$ cat config.mk
export PLATFORM = sky130hd
export DESIGN_NAME = sac_conv_ctrl
export DESIGN_NICKNAME = d
export VERILOG_FILES = /design/src/hdl/sac_pkg.sv /design/src/hdl/sac_conv_ctrl.sv
export SDC_FILE = /design/constraint.sdc
export NUM_CORES = 1
export LEC_CHECK = 0
export ABC_AREA = 0
export ABC_CLOCK_PERIOD_IN_PS = 4200
export BUFFER_PORTS_ARGS = -buffer_cell sky130_fd_sc_hd__clkbuf_2
export CORE_MARGIN = 4
export CORE_UTILIZATION = 44
export DETAILED_ROUTE_END_ITERATION = 8
export GPL_TIMING_DRIVEN = 0
export PLACE_DENSITY = 0.66
export RECOVER_POWER = 100
export SYNTH_ARGS = -nofsm -noshare
export SYNTH_HDL_FRONTEND = slang
export SYNTH_SLANG_ARGS = --single-unit
$ cat constraint.sdc
create_clock -name aclk -period 4.2 [get_ports aclk]
set_input_delay 0.63 -clock aclk [delete_from_list [all_inputs] [get_ports aclk]]
set_output_delay 0.63 -clock aclk [all_outputs]
set_load 0.02 [all_outputs]
$ cat src/hdl/sac_pkg.sv
// package: register map, field layout and types of the converter control block
package sac_pkg;
  // register byte offsets
  localparam logic [7:0] OFF_CTRL_ONE = 8'h00;
  localparam logic [7:0] OFF_CTRL_TWO = 8'h04;
  localparam logic [7:0] OFF_REF_CTRL = 8'h08;
  localparam logic [7:0] OFF_RES_HIGH = 8'h0C;
  localparam logic [7:0] OFF_RES_LOW = 8'h10;
  localparam logic [7:0] OFF_WIN_UPPER = 8'h14;
  localparam logic [7:0] OFF_WIN_LOWER = 8'h18;
  localparam logic [7:0] OFF_WIN_CTRL = 8'h1C;
  localparam logic [7:0] OFF_IRQ_STATUS = 8'h20;
  localparam logic [7:0] OFF_IRQ_MASK = 8'h24;
  // converter_control_one fields
  localparam int BIT_START = 7;
  localparam int BIT_CONT = 5;
  localparam int BIT_EXT = 4;
  localparam int BIT_WCM = 2;
  localparam int BIT_POWER = 1;
  // converter_control_two fields
  localparam int BIT_ALIGN = 7;
  localparam int POS_CHANNEL = 4;
  localparam int POS_PRESCALE = 0;
  // reference_control_register field
  localparam int BIT_REF_EN = 7;
  // window control fields
  localparam int BIT_SENSE = 0;
  localparam int BIT_QUALIFY = 1;
  // irq status and mask field
  localparam int BIT_DONE = 0;
  // reset values
  localparam logic [3:0] RST_PRESCALE = 4'h0;
  localparam logic [2:0] RST_CHANNEL = 3'h0;
  localparam logic [7:0] RST_WINDOW = 8'h00;
  // conversion timing in converter clock periods
  localparam logic [3:0] SAMPLE_PERIODS = 4'h2;
  localparam logic [3:0] LAST_BIT_PERIOD = 4'hB;
  localparam logic [3:0] LAST_PERIOD = 4'hF;
  // converter clock limits software must meet, and their cycle counts
  localparam int CLK_PERIOD_NS = 100;
  localparam int TACLK_MIN_NS = 1000;
  localparam int TACLK_MAX_NS = 6250;
  localparam int TACLK_MIN_CYC = (TACLK_MIN_NS + CLK_PERIOD_NS - 1) / CLK_PERIOD_NS;
  localparam int TACLK_MAX_CYC = TACLK_MAX_NS / CLK_PERIOD_NS;
  // bus responses
  localparam logic [1:0] RESP_OKAY = 2'h0;
  localparam logic [1:0] RESP_SLVERR = 2'h2;

  typedef enum logic [1:0] {
    SAC_IDLE = 2'h0,
    SAC_CONVERT = 2'h1
  } sac_fsm_t;

  typedef struct packed {
    logic awvalid;
    logic [7:0] awaddr;
    logic wvalid;
    logic [31:0] wdata;
    logic [3:0] wstrb;
    logic bready;
    logic arvalid;
    logic [7:0] araddr;
    logic rready;
  } sac_axi_req_t;

  typedef struct packed {
    logic awready;
    logic wready;
    logic bvalid;
    logic [1:0] bresp;
    logic arready;
    logic rvalid;
    logic [31:0] rdata;
    logic [1:0] rresp;
  } sac_axi_rsp_t;

  typedef struct packed {
    logic converter_enable;
    logic reference_enable;
    logic [2:0] channel_select;
    logic sample_hold;
    logic [9:0] dac_code;
  } sac_analog_t;
endpackage

$ cat src/hdl/sac_conv_ctrl.sv
// successive-approximation converter control with an AXI4-Lite register slave
//
// Local design decisions: the register addresses and the AXI4-Lite interface to the registers.
`timescale 1ns/1ns
module sac_conv_ctrl (
  input wire logic aclk,
  input wire logic aresetn,
  input wire sac_pkg::sac_axi_req_t axi_req,
  output sac_pkg::sac_axi_rsp_t axi_rsp,
  input wire logic comparator_high,
  input wire logic external_start_pin_n,
  output sac_pkg::sac_analog_t analog,
  output logic irq
);

  typedef struct packed {
    sac_pkg::sac_fsm_t fsm;
    logic [3:0] pre_cnt;
    logic [3:0] period;
    logic [9:0] sar;
    logic [9:0] result;
    logic start_flag;
    logic cont;
    logic ext_sel;
    logic power_on;
    logic window_match_flag;
    logic ref_en;
    logic align;
    logic [2:0] channel;
    logic [3:0] prescale;
    logic [7:0] win_hi;
    logic [7:0] win_lo;
    logic sense;
    logic qualify;
    logic irq_status;
    logic irq_mask;
    logic [2:0] pin_sync;
    logic pin_level;
    logic aw_full;
    logic [7:0] aw_addr;
    logic w_full;
    logic [31:0] w_data;
    logic [3:0] w_strb;
    logic bvalid;
    logic [1:0] bresp;
    logic rvalid;
    logic [31:0] rdata;
    logic [1:0] rresp;
  } sac_state_t;

  sac_state_t s_reg;
  sac_state_t s_next;

  // register read mux, bit 32 flags a mapped address
  function automatic logic [32:0] read_word(input sac_state_t st, input logic [7:0] addr);
    logic [7:0] v;
    logic hit;
    v = 8'h00;
    hit = 1'b1;
    case ({addr[7:2], 2'b00})
      sac_pkg::OFF_CTRL_ONE: begin
        v[sac_pkg::BIT_START] = st.start_flag;
        v[sac_pkg::BIT_CONT] = st.cont;
        v[sac_pkg::BIT_EXT] = st.ext_sel;
        v[sac_pkg::BIT_WCM] = st.window_match_flag;
        v[sac_pkg::BIT_POWER] = st.power_on;
      end
      sac_pkg::OFF_CTRL_TWO: begin
        v = {st.align, st.channel, st.prescale};
      end
      sac_pkg::OFF_REF_CTRL: begin
        v[sac_pkg::BIT_REF_EN] = st.ref_en;
      end
      sac_pkg::OFF_RES_HIGH: begin
        v = st.align ? {6'h00, st.result[9:8]} : st.result[9:2];
      end
      sac_pkg::OFF_RES_LOW: begin
        v = st.result[7:0];
      end
      sac_pkg::OFF_WIN_UPPER: begin
        v = st.win_hi;
      end
      sac_pkg::OFF_WIN_LOWER: begin
        v = st.win_lo;
      end
      sac_pkg::OFF_WIN_CTRL: begin
        v[sac_pkg::BIT_SENSE] = st.sense;
        v[sac_pkg::BIT_QUALIFY] = st.qualify;
      end
      sac_pkg::OFF_IRQ_STATUS: begin
        v[sac_pkg::BIT_DONE] = st.irq_status;
      end
      sac_pkg::OFF_IRQ_MASK: begin
        v[sac_pkg::BIT_DONE] = st.irq_mask;
      end
      default: begin
        hit = 1'b0;
      end
    endcase
    return {hit, 24'h000000, v};
  endfunction

  // address decode for writes
  function automatic logic is_mapped(input logic [7:0] addr);
    logic [7:0] a;
    a = {addr[7:2], 2'b00};
    return (a <= sac_pkg::OFF_IRQ_MASK);
  endfunction

  logic [7:0] msb8;
  logic wcm_new;
  logic [3:0] bit_idx;

  // window compare against the upper eight bits of the finished result
  assign msb8 = s_reg.sar[9:2];
  assign wcm_new = s_reg.sense ^ (s_reg.win_hi <= msb8) ^ (s_reg.win_lo <= msb8);
  assign bit_idx = sac_pkg::LAST_BIT_PERIOD - s_reg.period;

  // next-state logic of the whole block
  always_comb begin
    logic do_write;
    logic [7:0] wbyte;
    logic [7:0] waddr;
    logic sw_start;
    logic ext_start;
    logic tick;
    logic done;
    logic done_irq;
    logic status_clear;
    logic [32:0] rd;
    s_next = s_reg;
    do_write = 1'b0;
    wbyte = s_reg.w_data[7:0];
    waddr = {s_reg.aw_addr[7:2], 2'b00};
    sw_start = 1'b0;
    ext_start = 1'b0;
    tick = 1'b0;
    done = 1'b0;
    done_irq = 1'b0;
    status_clear = 1'b0;
    rd = 33'h000000000;

    // start pin: three flops, level changes once the last two agree
    s_next.pin_sync = {s_reg.pin_sync[1:0], external_start_pin_n};
    if (s_reg.pin_sync[1] == s_reg.pin_sync[2]) begin
      s_next.pin_level = s_reg.pin_sync[2];
    end
    ext_start = s_reg.ext_sel && s_reg.pin_level && !s_next.pin_level;

    // write address and data channels, taken in either order
    if (axi_req.awvalid && !s_reg.aw_full && !s_reg.bvalid) begin
      s_next.aw_full = 1'b1;
      s_next.aw_addr = axi_req.awaddr;
    end
    if (axi_req.wvalid && !s_reg.w_full && !s_reg.bvalid) begin
      s_next.w_full = 1'b1;
      s_next.w_data = axi_req.wdata;
      s_next.w_strb = axi_req.wstrb;
    end
    if (s_reg.aw_full && s_reg.w_full && !s_reg.bvalid) begin
      s_next.aw_full = 1'b0;
      s_next.w_full = 1'b0;
      s_next.bvalid = 1'b1;
      s_next.bresp = is_mapped(s_reg.aw_addr) ? sac_pkg::RESP_OKAY : sac_pkg::RESP_SLVERR;
      do_write = s_reg.w_strb[0];
    end
    if (s_reg.bvalid && axi_req.bready) begin
      s_next.bvalid = 1'b0;
    end

    // register writes, only the low byte lane carries data
    if (do_write) begin
      case (waddr)
        sac_pkg::OFF_CTRL_ONE: begin
          s_next.cont = wbyte[sac_pkg::BIT_CONT];
          s_next.ext_sel = wbyte[sac_pkg::BIT_EXT];
          s_next.power_on = wbyte[sac_pkg::BIT_POWER];
          // trigger select as written decides whether this write starts
          sw_start = wbyte[sac_pkg::BIT_START] && !wbyte[sac_pkg::BIT_EXT];
        end
        sac_pkg::OFF_CTRL_TWO: begin
          s_next.align = wbyte[sac_pkg::BIT_ALIGN];
          s_next.channel = wbyte[sac_pkg::POS_CHANNEL +: 3];
          s_next.prescale = wbyte[sac_pkg::POS_PRESCALE +: 4];
        end
        sac_pkg::OFF_REF_CTRL: begin
          s_next.ref_en = wbyte[sac_pkg::BIT_REF_EN];
        end
        sac_pkg::OFF_WIN_UPPER: begin
          s_next.win_hi = wbyte;
        end
        sac_pkg::OFF_WIN_LOWER: begin
          s_next.win_lo = wbyte;
        end
        sac_pkg::OFF_WIN_CTRL: begin
          s_next.sense = wbyte[sac_pkg::BIT_SENSE];
          s_next.qualify = wbyte[sac_pkg::BIT_QUALIFY];
        end
        sac_pkg::OFF_IRQ_STATUS: begin
          status_clear = wbyte[sac_pkg::BIT_DONE];
        end
        sac_pkg::OFF_IRQ_MASK: begin
          s_next.irq_mask = wbyte[sac_pkg::BIT_DONE];
        end
        default: begin
          status_clear = 1'b0;
        end
      endcase
    end

    // read channel, answered the cycle after the address is taken
    if (axi_req.arvalid && !s_reg.rvalid) begin
      rd = read_word(s_reg, axi_req.araddr);
      s_next.rvalid = 1'b1;
      s_next.rdata = rd[31:0];
      s_next.rresp = rd[32] ? sac_pkg::RESP_OKAY : sac_pkg::RESP_SLVERR;
    end else if (s_reg.rvalid && axi_req.rready) begin
      s_next.rvalid = 1'b0;
    end

    // converter clock: one tick every prescale plus one machine cycles
    tick = (s_reg.pre_cnt == s_reg.prescale);

    // conversion sequencer
    case (s_reg.fsm)
      sac_pkg::SAC_IDLE: begin
        s_next.pre_cnt = 4'h0;
        s_next.period = 4'h0;
        // power as just written counts, so one write may power up and start
        if (s_next.power_on && (sw_start || ext_start)) begin
          s_next.fsm = sac_pkg::SAC_CONVERT;
          s_next.start_flag = 1'b1;
          s_next.sar = 10'h000;
        end
      end
      sac_pkg::SAC_CONVERT: begin
        s_next.pre_cnt = tick ? 4'h0 : s_reg.pre_cnt + 4'h1;
        if (tick) begin
          s_next.period = s_reg.period + 4'h1;
          if (s_reg.period == sac_pkg::SAMPLE_PERIODS - 4'h1) begin
            s_next.sar = 10'h200;
          end else if (s_reg.period >= sac_pkg::SAMPLE_PERIODS &&
                       s_reg.period <= sac_pkg::LAST_BIT_PERIOD) begin
            // keep the trial bit if the input is at or above it, then try the next
            s_next.sar[bit_idx] = comparator_high;
            if (bit_idx != 4'h0) begin
              s_next.sar[bit_idx - 4'h1] = 1'b1;
            end
          end else if (s_reg.period == sac_pkg::LAST_PERIOD) begin
            done = 1'b1;
          end
        end
        if (done) begin
          s_next.result = s_reg.sar;
          s_next.window_match_flag = wcm_new;
          done_irq = !s_reg.qualify || wcm_new;
          if (s_reg.cont && s_reg.power_on) begin
            s_next.sar = 10'h000;
          end else begin
            s_next.fsm = sac_pkg::SAC_IDLE;
            s_next.start_flag = 1'b0;
          end
        end
        // power dropped mid conversion: back to idle, result written only if this is the finishing cycle
        if (!s_reg.power_on) begin
          s_next.fsm = sac_pkg::SAC_IDLE;
          s_next.start_flag = 1'b0;
        end
      end
      default: begin
        s_next.fsm = sac_pkg::SAC_IDLE;
        s_next.start_flag = 1'b0;
      end
    endcase

    // sticky completion flag, a new event wins over a clear
    if (status_clear) begin
      s_next.irq_status = 1'b0;
    end
    if (done_irq) begin
      s_next.irq_status = 1'b1;
    end
  end

  // state register, every field resets to zero except the idle-high pin sync and pin level
  always_ff @(posedge aclk) begin
    if (!aresetn) begin
      s_reg <= '0;
      s_reg.fsm <= sac_pkg::SAC_IDLE;
      s_reg.prescale <= sac_pkg::RST_PRESCALE;
      s_reg.channel <= sac_pkg::RST_CHANNEL;
      s_reg.win_hi <= sac_pkg::RST_WINDOW;
      s_reg.win_lo <= sac_pkg::RST_WINDOW;
      s_reg.power_on <= 1'b0;
      s_reg.ref_en <= 1'b0;
      s_reg.pin_sync <= 3'h7;
      s_reg.pin_level <= 1'b1;
    end else begin
      s_reg <= s_next;
    end
  end

  // bus handshakes
  assign axi_rsp.awready = !s_reg.aw_full && !s_reg.bvalid;
  assign axi_rsp.wready = !s_reg.w_full && !s_reg.bvalid;
  assign axi_rsp.bvalid = s_reg.bvalid;
  assign axi_rsp.bresp = s_reg.bresp;
  assign axi_rsp.arready = !s_reg.rvalid;
  assign axi_rsp.rvalid = s_reg.rvalid;
  assign axi_rsp.rdata = s_reg.rdata;
  assign axi_rsp.rresp = s_reg.rresp;

  // analog side controls
  assign analog.converter_enable = s_reg.power_on;
  assign analog.reference_enable = s_reg.ref_en;
  assign analog.channel_select = s_reg.channel;
  assign analog.sample_hold = (s_reg.fsm == sac_pkg::SAC_CONVERT) &&
                              (s_reg.period < sac_pkg::SAMPLE_PERIODS);
  assign analog.dac_code = s_reg.sar;

  // level interrupt while the unmasked flag stands
  assign irq = s_reg.irq_status && s_reg.irq_mask;

endmodule

==> run metrics <==
Clk pin slew, worst setup/hold paths 60 ps; CTS Buffer Depth 2; total number of vias 4896; # rows 40; TNS Setup 0 ps; final hold violations 0; Post-synth EDFFs 0; dpl hpwl 11400 microns; Antenna Violating Nets Remaining 0; max reg flops 66; clk sinks 95; crit path DAT 3170 ps; commonest non-fill, non-tap cell in the layout dfxtp_1; initial antenna violation count 0; Final WS setup 1270 ps; Worst Tran Pin Value 874 ps; initial core utilization 44.8%; Synth cell types 66; crit-path max FO 9; post-layout minimum cycle time 2930 ps; DRT iter0 DRCs 400; Place WS 1550 ps; crit share post-route 69.6%; Synth Warn # 0; Chip Width 119 microns; Slew Viols, Final 0; Max-Cap Viols 0; Peak VDD IR 0.206 mV; commonest non-fill, non-tap cells in the layout dfxtp_1 (95), nor2_1 (77), clkbuf_1 (59), mux2i_1 (52), buf_4 (52); Setup Buffers After CTS 0; CTS tree yes; RSZ-0062 raised after global routing false; ant diodes 0; outcome finished clean; register area share after synthesis 35.4%; Cells after Synth 630; Min Hold Slack 408 ps; Hold Path Depth 1; R2R cell count 6; Worst-Skew Late Latency 350 ps; Setup Skew 9.18 ps; die area 0.0141 sq mm; fraction of layout cells with a size suffix above 1 14.1%; I/O pin count 119; Rel. slew slack 41.8%; total leakage power 2.51 nW; fmax 0.342 GHz; grt total ovfl 0; hold buffers post-CTS 0; GRT Total Usage 20.9%; DRC Markers 0; wire length per cell 16.8 microns; first-pass GRT wire length 23600 microns; die height 119 microns; hold crit path type flop to flop; Core ar. 0.0120 sq mm; final setup violation count 0; pwr/cell area 314 mW/mm^2; Nets 815; top_reg_cell synth dfxtp_1; largest net degree at the start of global routing 16; Yosys reg bits 95; CP Launch Type flop; Mapped Avg Cell Area 8.54 sq um; 1st-pass router iterations 5; CP Capture Type flop; ys async rst share 0%; Area growth syn-to-layout 14.5%; GP Congestion 1.00; CTS root buffer clkbuf_16; WL final 14700 microns; PortBufs 58; via density per instance 5.59; Req. time, crit path 4440 ps; vias in the first global route 4542; post-CTS resize count 0; # H-tree levels 3; Syn Std Cell Area 0.00538 sq mm; Num CTS Buffers 9; kind of critical path flop to flop
==> critical path, cell delays in order, from the launching register on <==
cell and delay (ps):
dfxtp_1 370, or3b_1 410, nor3_1 490, nand4b_2 220, a22oi_1 750, a21oi_2 190, a221o_1 390
==> Yosys cell counts (2+ instances only) <==
cell	n	area share (%)
a21oi_1	35	3.3
a31o_2	2	0.33
dfxtp_1	95	35
xnor2_1	8	1.3
nand3b_1	2	0.28
o21ai_0	24	2.2
nand3_1	16	1.5
nand4b_1	2	0.33
a41oi_1	3	0.49
a211oi_1	5	0.70
nor2_1	76	5.3
o2bb2ai_1	2	0.33
a22o_1	7	1.1
ha_1	30	7.0
o211ai_1	4	0.56
nand2b_1	10	1.2
o22ai_1	2	0.23
o2111ai_1	2	0.33
and4_1	4	0.65
a22oi_1	3	0.42
clkbuf_1	21	1.5
buf_1	2	0.14
nand4_1	14	1.6
and3_1	6	0.70
and3b_1	2	0.33
mux2_2	3	0.63
nand2_1	51	3.6
a211o_1	2	0.33
a221oi_1	5	0.81
nor4_1	5	0.58
mux2i_1	52	9.7
or3_1	2	0.23
buf_2	3	0.28
buf_4	54	7.5
and2_1	3	0.35
inv_1	25	1.7
a31oi_1	11	1.3
nor3_1	5	0.47
nor2b_1	5	0.58
==> through the flow <==
step                cell area, sq um  cells  total power [W]  util (%)
floorplan                       5470    655          0.00109         -
global placement                5950    860          0.00114      49.5
detailed placement              5950    860          0.00114      49.5
CTS                             6240    876          0.00194      51.9
global route                    6160    876          0.00200      51.3
finish                          6160    876          0.00193      51.3
==> routing by layer <==
metal  wire length, microns  global-route usage, %  share of wire, %  vias to the layer above
met2                   6710                   33.5                46                      225
met4                    456                   8.54               3.1                        0
li1                       -                      -                 -                     2353
met5                      0                      0                 0                        -
met1                   6460                   27.9                44                     2279
met3                   1060                   3.59               7.2                       39
==> report_power, final <==
part	internal [W]	leakage, nW	switching [W]	total, W
clock	0.000459	0.142	0.000353	0.000812
sequential	0.000922	0.771	0.0000217	0.000943
combinational	0.0000673	1.60	0.000110	0.000177
total	0.00145	2.51	0.000484	0.00193
==> logic make-up (layout without fill, tap and decap cells) <==
family	count (synthesis)	after routing	share of synthesized area (%)
AOI/OAI and AO/OA	123	123	15.4
xor gates and xnor gates	9	9	1.47
adders and majority gates	30	30	6.98
buffers and inverters	106	180	11.2
DFF	95	95	35.4
muxes	55	55	10.3
other	1	26	0.0697
and+or+nand+nor	211	211	19.2
==> path summary, 6_finish.rpt <==
kind | from | end | slack (ps)
worst min register to register | s_next[86] | s_next[87] | 410
worst max-delay path | s_reg[38] | analog[7] | 1270
worst min-delay path | s_next[86] | s_next[87] | 410
worst max register to register | s_reg[38] | analog[7] | 1270
==> layout make-up <==
| cell class | instances | area (sq um) |
|---|---|---|
| timing repair buffer | 58 | 250 |
| sequential | 95 | 1900 |
| tap | 147 | 184 |
| inverter | 26 | 97.6 |
| fill | 1173 | 5850 |
| multi-input combinational | 454 | 2940 |
| clock inverter | 6 | 61.3 |
| buffer | 80 | 500 |
| clock buffer | 10 | 229 |
Power figures use the tool's default switching activity.
